**src/pkg/sam_pkg.sv**
```systemverilog
/*
  Package for the SMBus slave address matcher: register addresses, field
  positions, reset values and the packed carriers shared by the design.
  Assumes an 8-bit special function register bus with byte addresses.
*/
package sam_pkg;

  localparam logic [7:0] SAM_ADDR_SLAVE_CFG = 8'hF4;
  localparam logic [7:0] SAM_ADDR_MASK_CFG  = 8'hF5;

  localparam int SAM_GC_BIT    = 0;
  localparam int SAM_HACK_BIT  = 0;
  localparam int SAM_FIELD_LSB = 1;
  localparam int SAM_FIELD_MSB = 7;

  localparam logic [7:0] SAM_SLAVE_CFG_RST = 8'h00;
  localparam logic [7:0] SAM_MASK_CFG_RST  = 8'hFE;
  localparam logic [6:0] SAM_GC_ADDR       = 7'h00;

  // Special function register access from the CPU.
  typedef struct packed {
    logic       wr;
    logic       rd;
    logic [7:0] addr;
    logic [7:0] wdata;
  } sam_sfr_req_t;

  // Byte events from the SMBus shifter.
  typedef struct packed {
    logic       byte_done;
    logic       first_byte;
    logic [7:0] rx_byte;
  } sam_rx_evt_t;

endpackage

```
**src/design/sam_matcher.sv**
```systemverilog
/*
  SMBus slave address matcher: holds the slave address and mask registers,
  compares the first byte of each frame and drives the hardware acknowledge.
  Assumes the rest of the SMBus unit delivers received bytes with a
  first-byte flag and consumes the acknowledge strobe in the same clock.
*/
// Overview of operation
// - With hardware acknowledge on, matching slave addresses are acknowledged automatically.
// - Hardware acknowledge on answers received data bytes with the software acknowledge value, not automatically.
// - Upper seven bits of address and mask registers decide the acknowledged addresses.
// - Mask bit one requires equal address bit; mask bit zero is don't care.
// - General call address zero is recognised when its enable bit is set, or when it matches the masked own address.
// - Address register: general call enable bit 0, own address bits 7:1, reset zero.
// - With hardware acknowledge off, no byte is acknowledged by the hardware.
`timescale 1ns/10ps
module sam_matcher
(
  // Clock and reset.
  input  wire logic                  sys_clk_i,
  input  wire logic                  rst_n_i,
  // Register access.
  input  wire sam_pkg::sam_sfr_req_t sfr_req_i,
  output logic [7:0]                 sfr_rdata_o,
  // Received bytes and the software acknowledge value.
  input  wire sam_pkg::sam_rx_evt_t  rx_evt_i,
  input  wire logic                  sw_ack_i,
  // Acknowledge result for the byte just received.
  output logic                       ack_valid_o,
  output logic                       ack_value_o,
  output logic                       addr_match_o,
  output logic                       hw_ack_enable_o
);

  // Width of the address field shared by both registers.
  localparam int FIELD_W = sam_pkg::SAM_FIELD_MSB - sam_pkg::SAM_FIELD_LSB + 1;

  // Register state.
  logic [7:0]         slave_address_config_ff;
  logic [7:0]         address_mask_config_ff;
  logic [7:0]         sfr_rdata_ff;
  // Acknowledge state.
  logic               ack_valid_ff;
  logic               ack_value_ff;
  logic               addr_match_ff;
  logic               hw_ack_enable_ff;
  // Register decode.
  logic               slave_cfg_sel;
  logic               mask_cfg_sel;
  logic               slave_cfg_wr;
  logic               mask_cfg_wr;
  logic [7:0]         nxt_rdata;
  // Address compare.
  logic [FIELD_W-1:0] own_address_field;
  logic [FIELD_W-1:0] address_compare_mask;
  logic [FIELD_W-1:0] rx_address;
  logic [FIELD_W-1:0] addr_diff;
  logic               masked_hit;
  logic               gc_hit;
  logic               general_call_enable;
  logic               hw_ack_enable;
  logic               nxt_match;
  logic               nxt_ack;

  // The compare is built for the general call code width below an eight-bit register.
  if ($bits(sam_pkg::SAM_GC_ADDR) != FIELD_W)
  begin : g_bad_width
    $error("sam_matcher: address field width does not match the general call code");
  end

  if (sam_pkg::SAM_FIELD_MSB >= $bits(slave_address_config_ff))
  begin : g_bad_msb
    $error("sam_matcher: address field does not fit the configuration register");
  end

  // Both enable bits must sit below the address field they share a register with.
  if (sam_pkg::SAM_GC_BIT >= sam_pkg::SAM_FIELD_LSB)
  begin : g_bad_gc
    $error("sam_matcher: general call enable overlaps the address field");
  end

  if (sam_pkg::SAM_HACK_BIT >= sam_pkg::SAM_FIELD_LSB)
  begin : g_bad_hack
    $error("sam_matcher: hardware acknowledge enable overlaps the mask field");
  end

  assign own_address_field    =
    slave_address_config_ff[sam_pkg::SAM_FIELD_MSB:sam_pkg::SAM_FIELD_LSB];
  assign address_compare_mask =
    address_mask_config_ff[sam_pkg::SAM_FIELD_MSB:sam_pkg::SAM_FIELD_LSB];
  assign general_call_enable  = slave_address_config_ff[sam_pkg::SAM_GC_BIT];
  assign hw_ack_enable        = address_mask_config_ff[sam_pkg::SAM_HACK_BIT];
  assign rx_address           =
    rx_evt_i.rx_byte[sam_pkg::SAM_FIELD_MSB:sam_pkg::SAM_FIELD_LSB];

  assign slave_cfg_sel = sfr_req_i.addr == sam_pkg::SAM_ADDR_SLAVE_CFG;
  assign mask_cfg_sel  = sfr_req_i.addr == sam_pkg::SAM_ADDR_MASK_CFG;
  assign slave_cfg_wr  = sfr_req_i.wr && slave_cfg_sel;
  assign mask_cfg_wr   = sfr_req_i.wr && mask_cfg_sel;

  // Address register; every bit is read-write.
  always_ff @(posedge sys_clk_i or negedge rst_n_i)
  begin
    if (!rst_n_i)
    begin
      slave_address_config_ff <= sam_pkg::SAM_SLAVE_CFG_RST;
    end
    else if (slave_cfg_wr)
    begin
      slave_address_config_ff <= sfr_req_i.wdata;
    end
  end

  // Mask register; reset leaves hardware acknowledge off.
  always_ff @(posedge sys_clk_i or negedge rst_n_i)
  begin
    if (!rst_n_i)
    begin
      address_mask_config_ff <= sam_pkg::SAM_MASK_CFG_RST;
    end
    else if (mask_cfg_wr)
    begin
      address_mask_config_ff <= sfr_req_i.wdata;
    end
  end

  // Unmapped addresses read back as zero.
  always_comb
  begin
    nxt_rdata = 8'h00;
    if (slave_cfg_sel)
    begin
      nxt_rdata = slave_address_config_ff;
    end
    else if (mask_cfg_sel)
    begin
      nxt_rdata = address_mask_config_ff;
    end
  end

  // Read data is captured on the read strobe and holds until the next one.
  always_ff @(posedge sys_clk_i or negedge rst_n_i)
  begin
    if (!rst_n_i)
    begin
      sfr_rdata_ff <= 8'h00;
    end
    else if (sfr_req_i.rd)
    begin
      sfr_rdata_ff <= nxt_rdata;
    end
  end

  // A zero mask bit makes that address bit a don't care.
  assign addr_diff  = (rx_address ^ own_address_field) & address_compare_mask;
  assign masked_hit = addr_diff == '0;
  assign gc_hit     = general_call_enable && rx_address == sam_pkg::SAM_GC_ADDR;
  assign nxt_match  = masked_hit || gc_hit;

  // With hardware acknowledge on, address bytes answer with the match; otherwise every byte takes the preset software value.
  always_comb
  begin
    nxt_ack = sw_ack_i;
    if (hw_ack_enable)
    begin
      if (rx_evt_i.first_byte)
      begin
        nxt_ack = nxt_match;
      end
      else
      begin
        nxt_ack = sw_ack_i;
      end
    end
  end

  // The acknowledge strobe only fires while hardware acknowledge is on.
  always_ff @(posedge sys_clk_i or negedge rst_n_i)
  begin
    if (!rst_n_i)
    begin
      ack_valid_ff <= 1'h0;
    end
    else
    begin
      ack_valid_ff <= rx_evt_i.byte_done && hw_ack_enable;
    end
  end

  // The acknowledge value holds until the next received byte.
  always_ff @(posedge sys_clk_i or negedge rst_n_i)
  begin
    if (!rst_n_i)
    begin
      ack_value_ff <= 1'h0;
    end
    else if (rx_evt_i.byte_done)
    begin
      ack_value_ff <= nxt_ack;
    end
  end

  // Only address bytes update the match flag, and one received with acknowledge off clears it.
  always_ff @(posedge sys_clk_i or negedge rst_n_i)
  begin
    if (!rst_n_i)
    begin
      addr_match_ff <= 1'h0;
    end
    else if (rx_evt_i.byte_done && rx_evt_i.first_byte)
    begin
      addr_match_ff <= nxt_match && hw_ack_enable;
    end
  end

  // Registered copy of the acknowledge enable for the rest of the SMBus unit.
  always_ff @(posedge sys_clk_i or negedge rst_n_i)
  begin
    if (!rst_n_i)
    begin
      hw_ack_enable_ff <= sam_pkg::SAM_MASK_CFG_RST[sam_pkg::SAM_HACK_BIT];
    end
    else
    begin
      hw_ack_enable_ff <= hw_ack_enable;
    end
  end

  assign sfr_rdata_o     = sfr_rdata_ff;
  assign ack_valid_o     = ack_valid_ff;
  assign ack_value_o     = ack_value_ff;
  assign addr_match_o    = addr_match_ff;
  assign hw_ack_enable_o = hw_ack_enable_ff;

endmodule

```
**config.mk**
```make
export PLATFORM = sky130hd
export DESIGN_NAME = sam_matcher
export DESIGN_NICKNAME = d
export VERILOG_FILES = /design/src/pkg/sam_pkg.sv /design/src/design/sam_matcher.sv
export SDC_FILE = /design/constraint.sdc
export NUM_CORES = 1
export LEC_CHECK = 0
export CAP_MARGIN = 20
export CORE_MARGIN = 2
export CORE_UTILIZATION = 50
export DETAILED_ROUTE_END_ITERATION = 10
export DONT_BUFFER_PORTS = 1
export GPL_TIMING_DRIVEN = 1
export SLEW_MARGIN = 30
export SYNTH_ARGS = -nofsm -noshare
export SYNTH_HDL_FRONTEND = slang
export SYNTH_SLANG_ARGS = --single-unit
export TNS_END_PERCENT = 5
```
**constraint.sdc**
```tcl
create_clock -name sys_clk_i -period 1.54 [get_ports sys_clk_i]
set_clock_uncertainty 0.05 [all_clocks]
set_input_delay 0.154 -clock sys_clk_i [delete_from_list [all_inputs] [get_ports sys_clk_i]]
set_output_delay 0.154 -clock sys_clk_i [all_outputs]
set_load 0.1 [all_outputs]
```
==> flow_summary.toml, run 1 <==
[route]
firstDrtPassIters = 4
drt_iter0_markers = 16
drc = 0
vias_per_cell = 5.38
drtAntennaViolNets = 0
wirelength_um = 2610
drt-wirelength-per-cell_um = 16.3
vias = 861

[logic_synthesis]
synth_area_per_cell_um2 = 12.8
synth_cells = 99
syn-num-nets = 130
yosys_warnings = 0
syn_area_um2 = 1270
ys_ff_latch = 28
yosysUniqueCellTypes = 25
ys_seq_area_share_pct = 55.9

[die]
die_y_um = 54.4
boundaryPins = 43
core_area_um2 = 2430
die_x_um = 54.4
fp-row-count = 18
die-area_um2 = 2960
start_util_pct = 52.2

[clock_tree]
cts_tree = "yes"
clkSlewWorstSetupHoldPaths_ns = 0.15
htree_levels = 1
clock_latency_ns = 0.33
clockRootBuffer = "clkbuf_4"
clkSinkCount = 28
cts-buffers-inserted = 3
clock_path_buffers = 2

[timing]
drv_slew = 0
setup_viol = 0
hold_viol = 0
worst_slew_pin_slew_ns = 0.460
fin_tns_setup_ns = 0
fmax_mhz = 684
rsz0062_at_grt = "true"
period_needed_ns = 1.46
maxSlewHeadroom_pct = 69.2
layout_worst_path_cycle_share_pct = 94.9

[global_routing]
antenna_found_initial = 0
grt_overflow = 0
grt_pass1_wl_um = 3990
grt_pass1_vias = 873
grt_use_total_pct = 19.7
grt_max_degree = 29

[power]
internal_power_uw = 992
powerDensity_nw_per_um2 = 823
swShare_pct = 25.6
share_comb_of_total_power_pct = 13.4
power_switching_uw = 341
pwr-share-seq_pct = 59.2
ir_drop_mv = 0.535
power_frac_clock_pct = 27.4
p_leak_nw = 0.754
fin_total_pwr_mw = 1.33

[hold_path]
hold_class = "in2reg"
holdPathEnd = "sfr_rdata_o[7]"
hold_start = "sfr_req_i[16]"
min_delay_path_depth = 2

[run]
max_cap_viol_count = 0

[cells_and_area]
mostFrequentLayoutCells = "dfrtp_1, mux2_2, dlygate4sd3_1, buf_4"
syn_to_final_growth_pct = 27.5
final_common_cell = "dfrtp_1"
drive_above_1_share_pct = 34.6
antenna-diode-count = 0
nNetsFinal = 162
multi_input_area_um2 = 518
layout.area.seq_um2 = 709
nFillCells = 193

[worst_setup_path]
endpoint_kind = "flop"
startpoint_type = "flop"
timing_worst_setup_path_type = "reg2reg"
critPathMaxFanout = 3
r2r-end = "ack_value_o"
critPathRequiredTime_ns = 1.75
r2r-start = "slave_address_config_ff[2]"
rrSetupSlack_ns = 0.08
crit_arrival_ns = 1.67
reg2reg_depth = 4

[run_status]
status = "finished, final reports clean"

[placed_design]
gp_congestion = 0.673
numPortBuffers = 0
dpl.hpwl_um = 1830
power groups by stage:
stage               Clock, mW  Combinational [mW]  Sequential [mW]
floorplan                   0              0.0642            0.840
detailed placement          0               0.117            0.803
global route            0.396               0.192            0.795
global placement            0               0.116            0.801
CTS                     0.371               0.178            0.789
finish                  0.365               0.179            0.789
critical path: stages (launching register included):
cell and delay, ns:
dfrtp_1 0.43, xor2_1 0.17, a222oi_1 0.28, a31oi_1 0.18, a221oi_2 0.26
sequential cells by signal, indices dropped and copies added, names as in the netlist:
name	flops
address_mask_config_ff	8
sfr_rdata_o	8
slave_address_config_ff	8
ack_valid_o	1
ack_value_o	1
addr_match_o	1
hw_ack_enable_o	1
area by class of cell:
| class | instances | share of cell area, % |
|---|---|---|
| multi-input combinational | 60 | 32.0 |
| tap | 30 | 2.32 |
| inverter | 8 | 1.85 |
| timing repair buffer | 30 | 17.8 |
| sequential | 28 | 43.8 |
| clock buffer | 4 | 2.24 |
repair_timing:
item                                   CTS  global route
endpoints found under the hold margin   55             0
setup buffers                            0             0
gates resized for setup                  0             1
hold buffers                            16             0
setup endpoints to repair                0             1
logic make-up (layout without fill, tap and decap cells):
group	count (synthesis)	after routing	synth area share [%]
DFF	28	28	55.9
and+or+nand+nor	13	13	6.50
buffers and inverters	11	42	3.84
muxes	24	24	20.5
AOI/OAI and AO/OA	16	16	8.47
xor gates and xnor gates	7	7	4.83
cells in the mapped netlist, drive strengths merged:
cell / n / area share (%)
mux2: 16 / 14
dfstp: 7 / 14
a221oi: 1 / 0.69
dfrtp: 21 / 41
a21o: 1 / 0.59
a22oi: 2 / 1.2
o22ai: 8 / 3.9
nand2: 4 / 1.2
nand4b: 1 / 0.69
a31oi: 1 / 0.49
buf: 2 / 1.2
nor4b: 1 / 0.69
nor2: 1 / 0.30
a21oi: 2 / 0.79
and2: 1 / 0.49
nor4: 1 / 0.49
inv: 8 / 2.4
mux2i: 8 / 6.3
clkbuf: 1 / 0.30
and3b: 1 / 0.69
nor3: 1 / 0.79
nand3: 2 / 1.2
a222oi: 1 / 0.79
xor2: 7 / 4.8
metrics by stage:
step | std cells | setup slack, ns | cell area, um^2 | hold WS (ns) | utilization, %
2_1_floorplan | 99 | 0.148 | 1270 | -0.192 | -
3_3_place_gp | 140 | 0.0693 | 1410 | -0.191 | 57.8
3_5_place_dp | 140 | 0.0372 | 1410 | -0.191 | 57.8
4_1_cts | 160 | 0.00738 | 1610 | 0.105 | 66.3
5_1_grt | 160 | -0.0445 | 1620 | 0.125 | 66.6
6_report | 160 | 0.0780 | 1620 | 0.109 | 66.6
worst max path at each step:
stage                          startpoint           to  slack, ns
2_1_floorplan  slave_address_config_ff[6]  ack_value_o       0.15
3_3_place_gp   slave_address_config_ff[6]  ack_value_o       0.07
3_5_place_dp   slave_address_config_ff[6]  ack_value_o       0.04
4_1_cts        slave_address_config_ff[6]  ack_value_o      0.007
5_1_grt        slave_address_config_ff[6]  ack_value_o      -0.04
6_report       slave_address_config_ff[2]  ack_value_o       0.08
layer usage:
metal	up-vias	GRT usage [%]	wire, um
met5	-	0	0
met4	0	8.75	32
met3	4	4.10	159
met2	27	32.1	1240
met1	413	25.1	1180
li1	417	-	-
Power figures use the tool's default switching activity.
==> inputs of run 2 (changes only) <==
--- a/config.mk
+++ b/config.mk
@@ -11,6 +11,7 @@
 export DETAILED_ROUTE_END_ITERATION = 10
 export DONT_BUFFER_PORTS = 1
 export GPL_TIMING_DRIVEN = 1
+export MAX_ROUTING_LAYER = met4
 export SLEW_MARGIN = 30
 export SYNTH_ARGS = -nofsm -noshare
 export SYNTH_HDL_FRONTEND = slang
==> flow_summary.toml, run 2 (synthesized netlist as in run 1, its figures left out) <==
[run_status]
status = "finished, final reports clean"

[worst_setup_path]
critPathRequiredTime_ns = 1.75
r2r-start = "slave_address_config_ff[2]"
crit_arrival_ns = 1.67
critPathMaxFanout = 3
timing_worst_setup_path_type = "reg2reg"
r2r-end = "ack_value_o"
reg2reg_depth = 4
rrSetupSlack_ns = 0.08
startpoint_type = "flop"
endpoint_kind = "flop"

[cells_and_area]
instances_no_fill = 160
syn_to_final_growth_pct = 27.5
drive_above_1_share_pct = 34.6
nNetsFinal = 162
final_common_cell = "dfrtp_1"
fin_util_pct = 66.6
mostFrequentLayoutCells = "dfrtp_1, mux2_2, dlygate4sd3_1, buf_4"
antenna-diode-count = 0

[global_routing]
grt_use_total_pct = 20.2
grt_pass1_vias = 872
grtUsageMet3_pct = 4.10
antenna_found_initial = 0
grt_max_degree = 29
grtUsageMet1_pct = 25.1
grt_pass1_wl_um = 4000
use_met2_pct = 32.1
grt_overflow = 0
grt_busiest_layer = "met2"

[placed_design]
dpl.hpwl_um = 1830
numPortBuffers = 0
gp_congestion = 0.680
pre_cts_ws_ns = 0.0372
place_inst = 140

[power]
ir_drop_mv = 0.535
p_leak_nw = 0.754
share_comb_of_total_power_pct = 13.4
power_frac_clock_pct = 27.4
powerDensity_nw_per_um2 = 823
power_switching_uw = 341
pwr-share-seq_pct = 59.2
swShare_pct = 25.6
internal_power_uw = 992

[timing]
layout_worst_path_cycle_share_pct = 94.9
setup_viol = 0
period_needed_ns = 1.46
fmax_mhz = 684
hold_viol = 0
rsz0062_at_grt = "true"
maxSlewHeadroom_pct = 69.2
worst_slew_pin_slew_ns = 0.460
setup_ws_ns = 0.0780
drv_slew = 0

[run]
max_cap_viol_count = 0

[route]
firstDrtPassIters = 4
drtAntennaViolNets = 0
vias = 861
vias_per_cell = 5.38
drt_iter0_markers = 18
drt-wirelength-per-cell_um = 16.3
drc = 0
wirelength_um = 2610

[die]
core_area_um2 = 2430
fp-row-count = 18
die_y_um = 54.4
die-area_um2 = 2960
start_util_pct = 52.2
die_x_um = 54.4
boundaryPins = 43

[hold_path]
holdPathEnd = "sfr_rdata_o[7]"
hold_class = "in2reg"
hold_start = "sfr_req_i[16]"
min_delay_path_depth = 2

[clock_tree]
clkSlewWorstSetupHoldPaths_ns = 0.15
cts_tree = "yes"
clock_latency_ns = 0.33
clkSinkCount = 28
htree_levels = 1
clockRootBuffer = "clkbuf_4"
cts-buffers-inserted = 3
clock_path_buffers = 2
==> run 2: cell counts in the layout (fill, tap and decap cells not counted) <==
No cell type changed its count.
==> run 2: through the flow <==
stage / power (mW) / TNS (ns) / hold WS, ns / cell area, um^2
global route: 1.38 / -0.0445 / 0.125 / 1620
detailed placement: 0.919 / 0 / -0.191 / 1410
global placement: 0.917 / 0 / -0.191 / 1410
finish: 1.33 / 0 / 0.109 / 1620
CTS: 1.34 / 0 / 0.105 / 1610
floorplan: 0.905 / 0 / -0.192 / 1270
==> run 2: critical path, cell delays in order (launching register included) <==
cell and delay [ns]:
dfrtp_1 0.43, xor2_1 0.17, a222oi_1 0.28, a31oi_1 0.18
a221oi_2 0.26
==> run 2: worst max path at each step <==
stage,from,slack [ns],end,depth (start not counted)
global route,slave_address_config_ff[6],-0.04,ack_value_o,4
floorplan,slave_address_config_ff[6],0.15,ack_value_o,4
CTS,slave_address_config_ff[6],0.007,ack_value_o,4
detailed placement,slave_address_config_ff[6],0.04,ack_value_o,4
global placement,slave_address_config_ff[6],0.07,ack_value_o,4
finish,slave_address_config_ff[2],0.08,ack_value_o,4
==> run 2: area by class of cell <==
type                    instances  area [um^2]
well taps                      30         37.5
repair buffers                 30          288
inverters                       8         30.0
clock buffers                   4         36.3
multi-input cells              60          518
fillers                       193          813
flip-flops and latches         28          709
==> run 2: routing by layer <==
| layer | wire (um) | vias up |
|---|---|---|
| li1 | - | 417 |
| met1 | 1180 | 413 |
| met2 | 1240 | 27 |
| met3 | 159 | 4 |
| met4 | 32 | 0 |
| met5 | 0 | - |
==> run 2: what timing repair did <==
item                                   4_1_cts  5_1_grt
endpoints found under the hold margin       55        0
setup endpoints to repair                    0        1
hold buffers                                16        0
setup buffers                                0        0
resized for setup                            0        1
==> run 2: power groups by stage <==
stage / Clock, mW / Combinational [mW] / Sequential, mW
final: 0.365 / 0.179 / 0.789
after global routing: 0.396 / 0.192 / 0.795
after CTS: 0.371 / 0.178 / 0.789
after detailed placement: 0 / 0.117 / 0.803
after global placement: 0 / 0.116 / 0.801
after floorplan: 0 / 0.0642 / 0.840
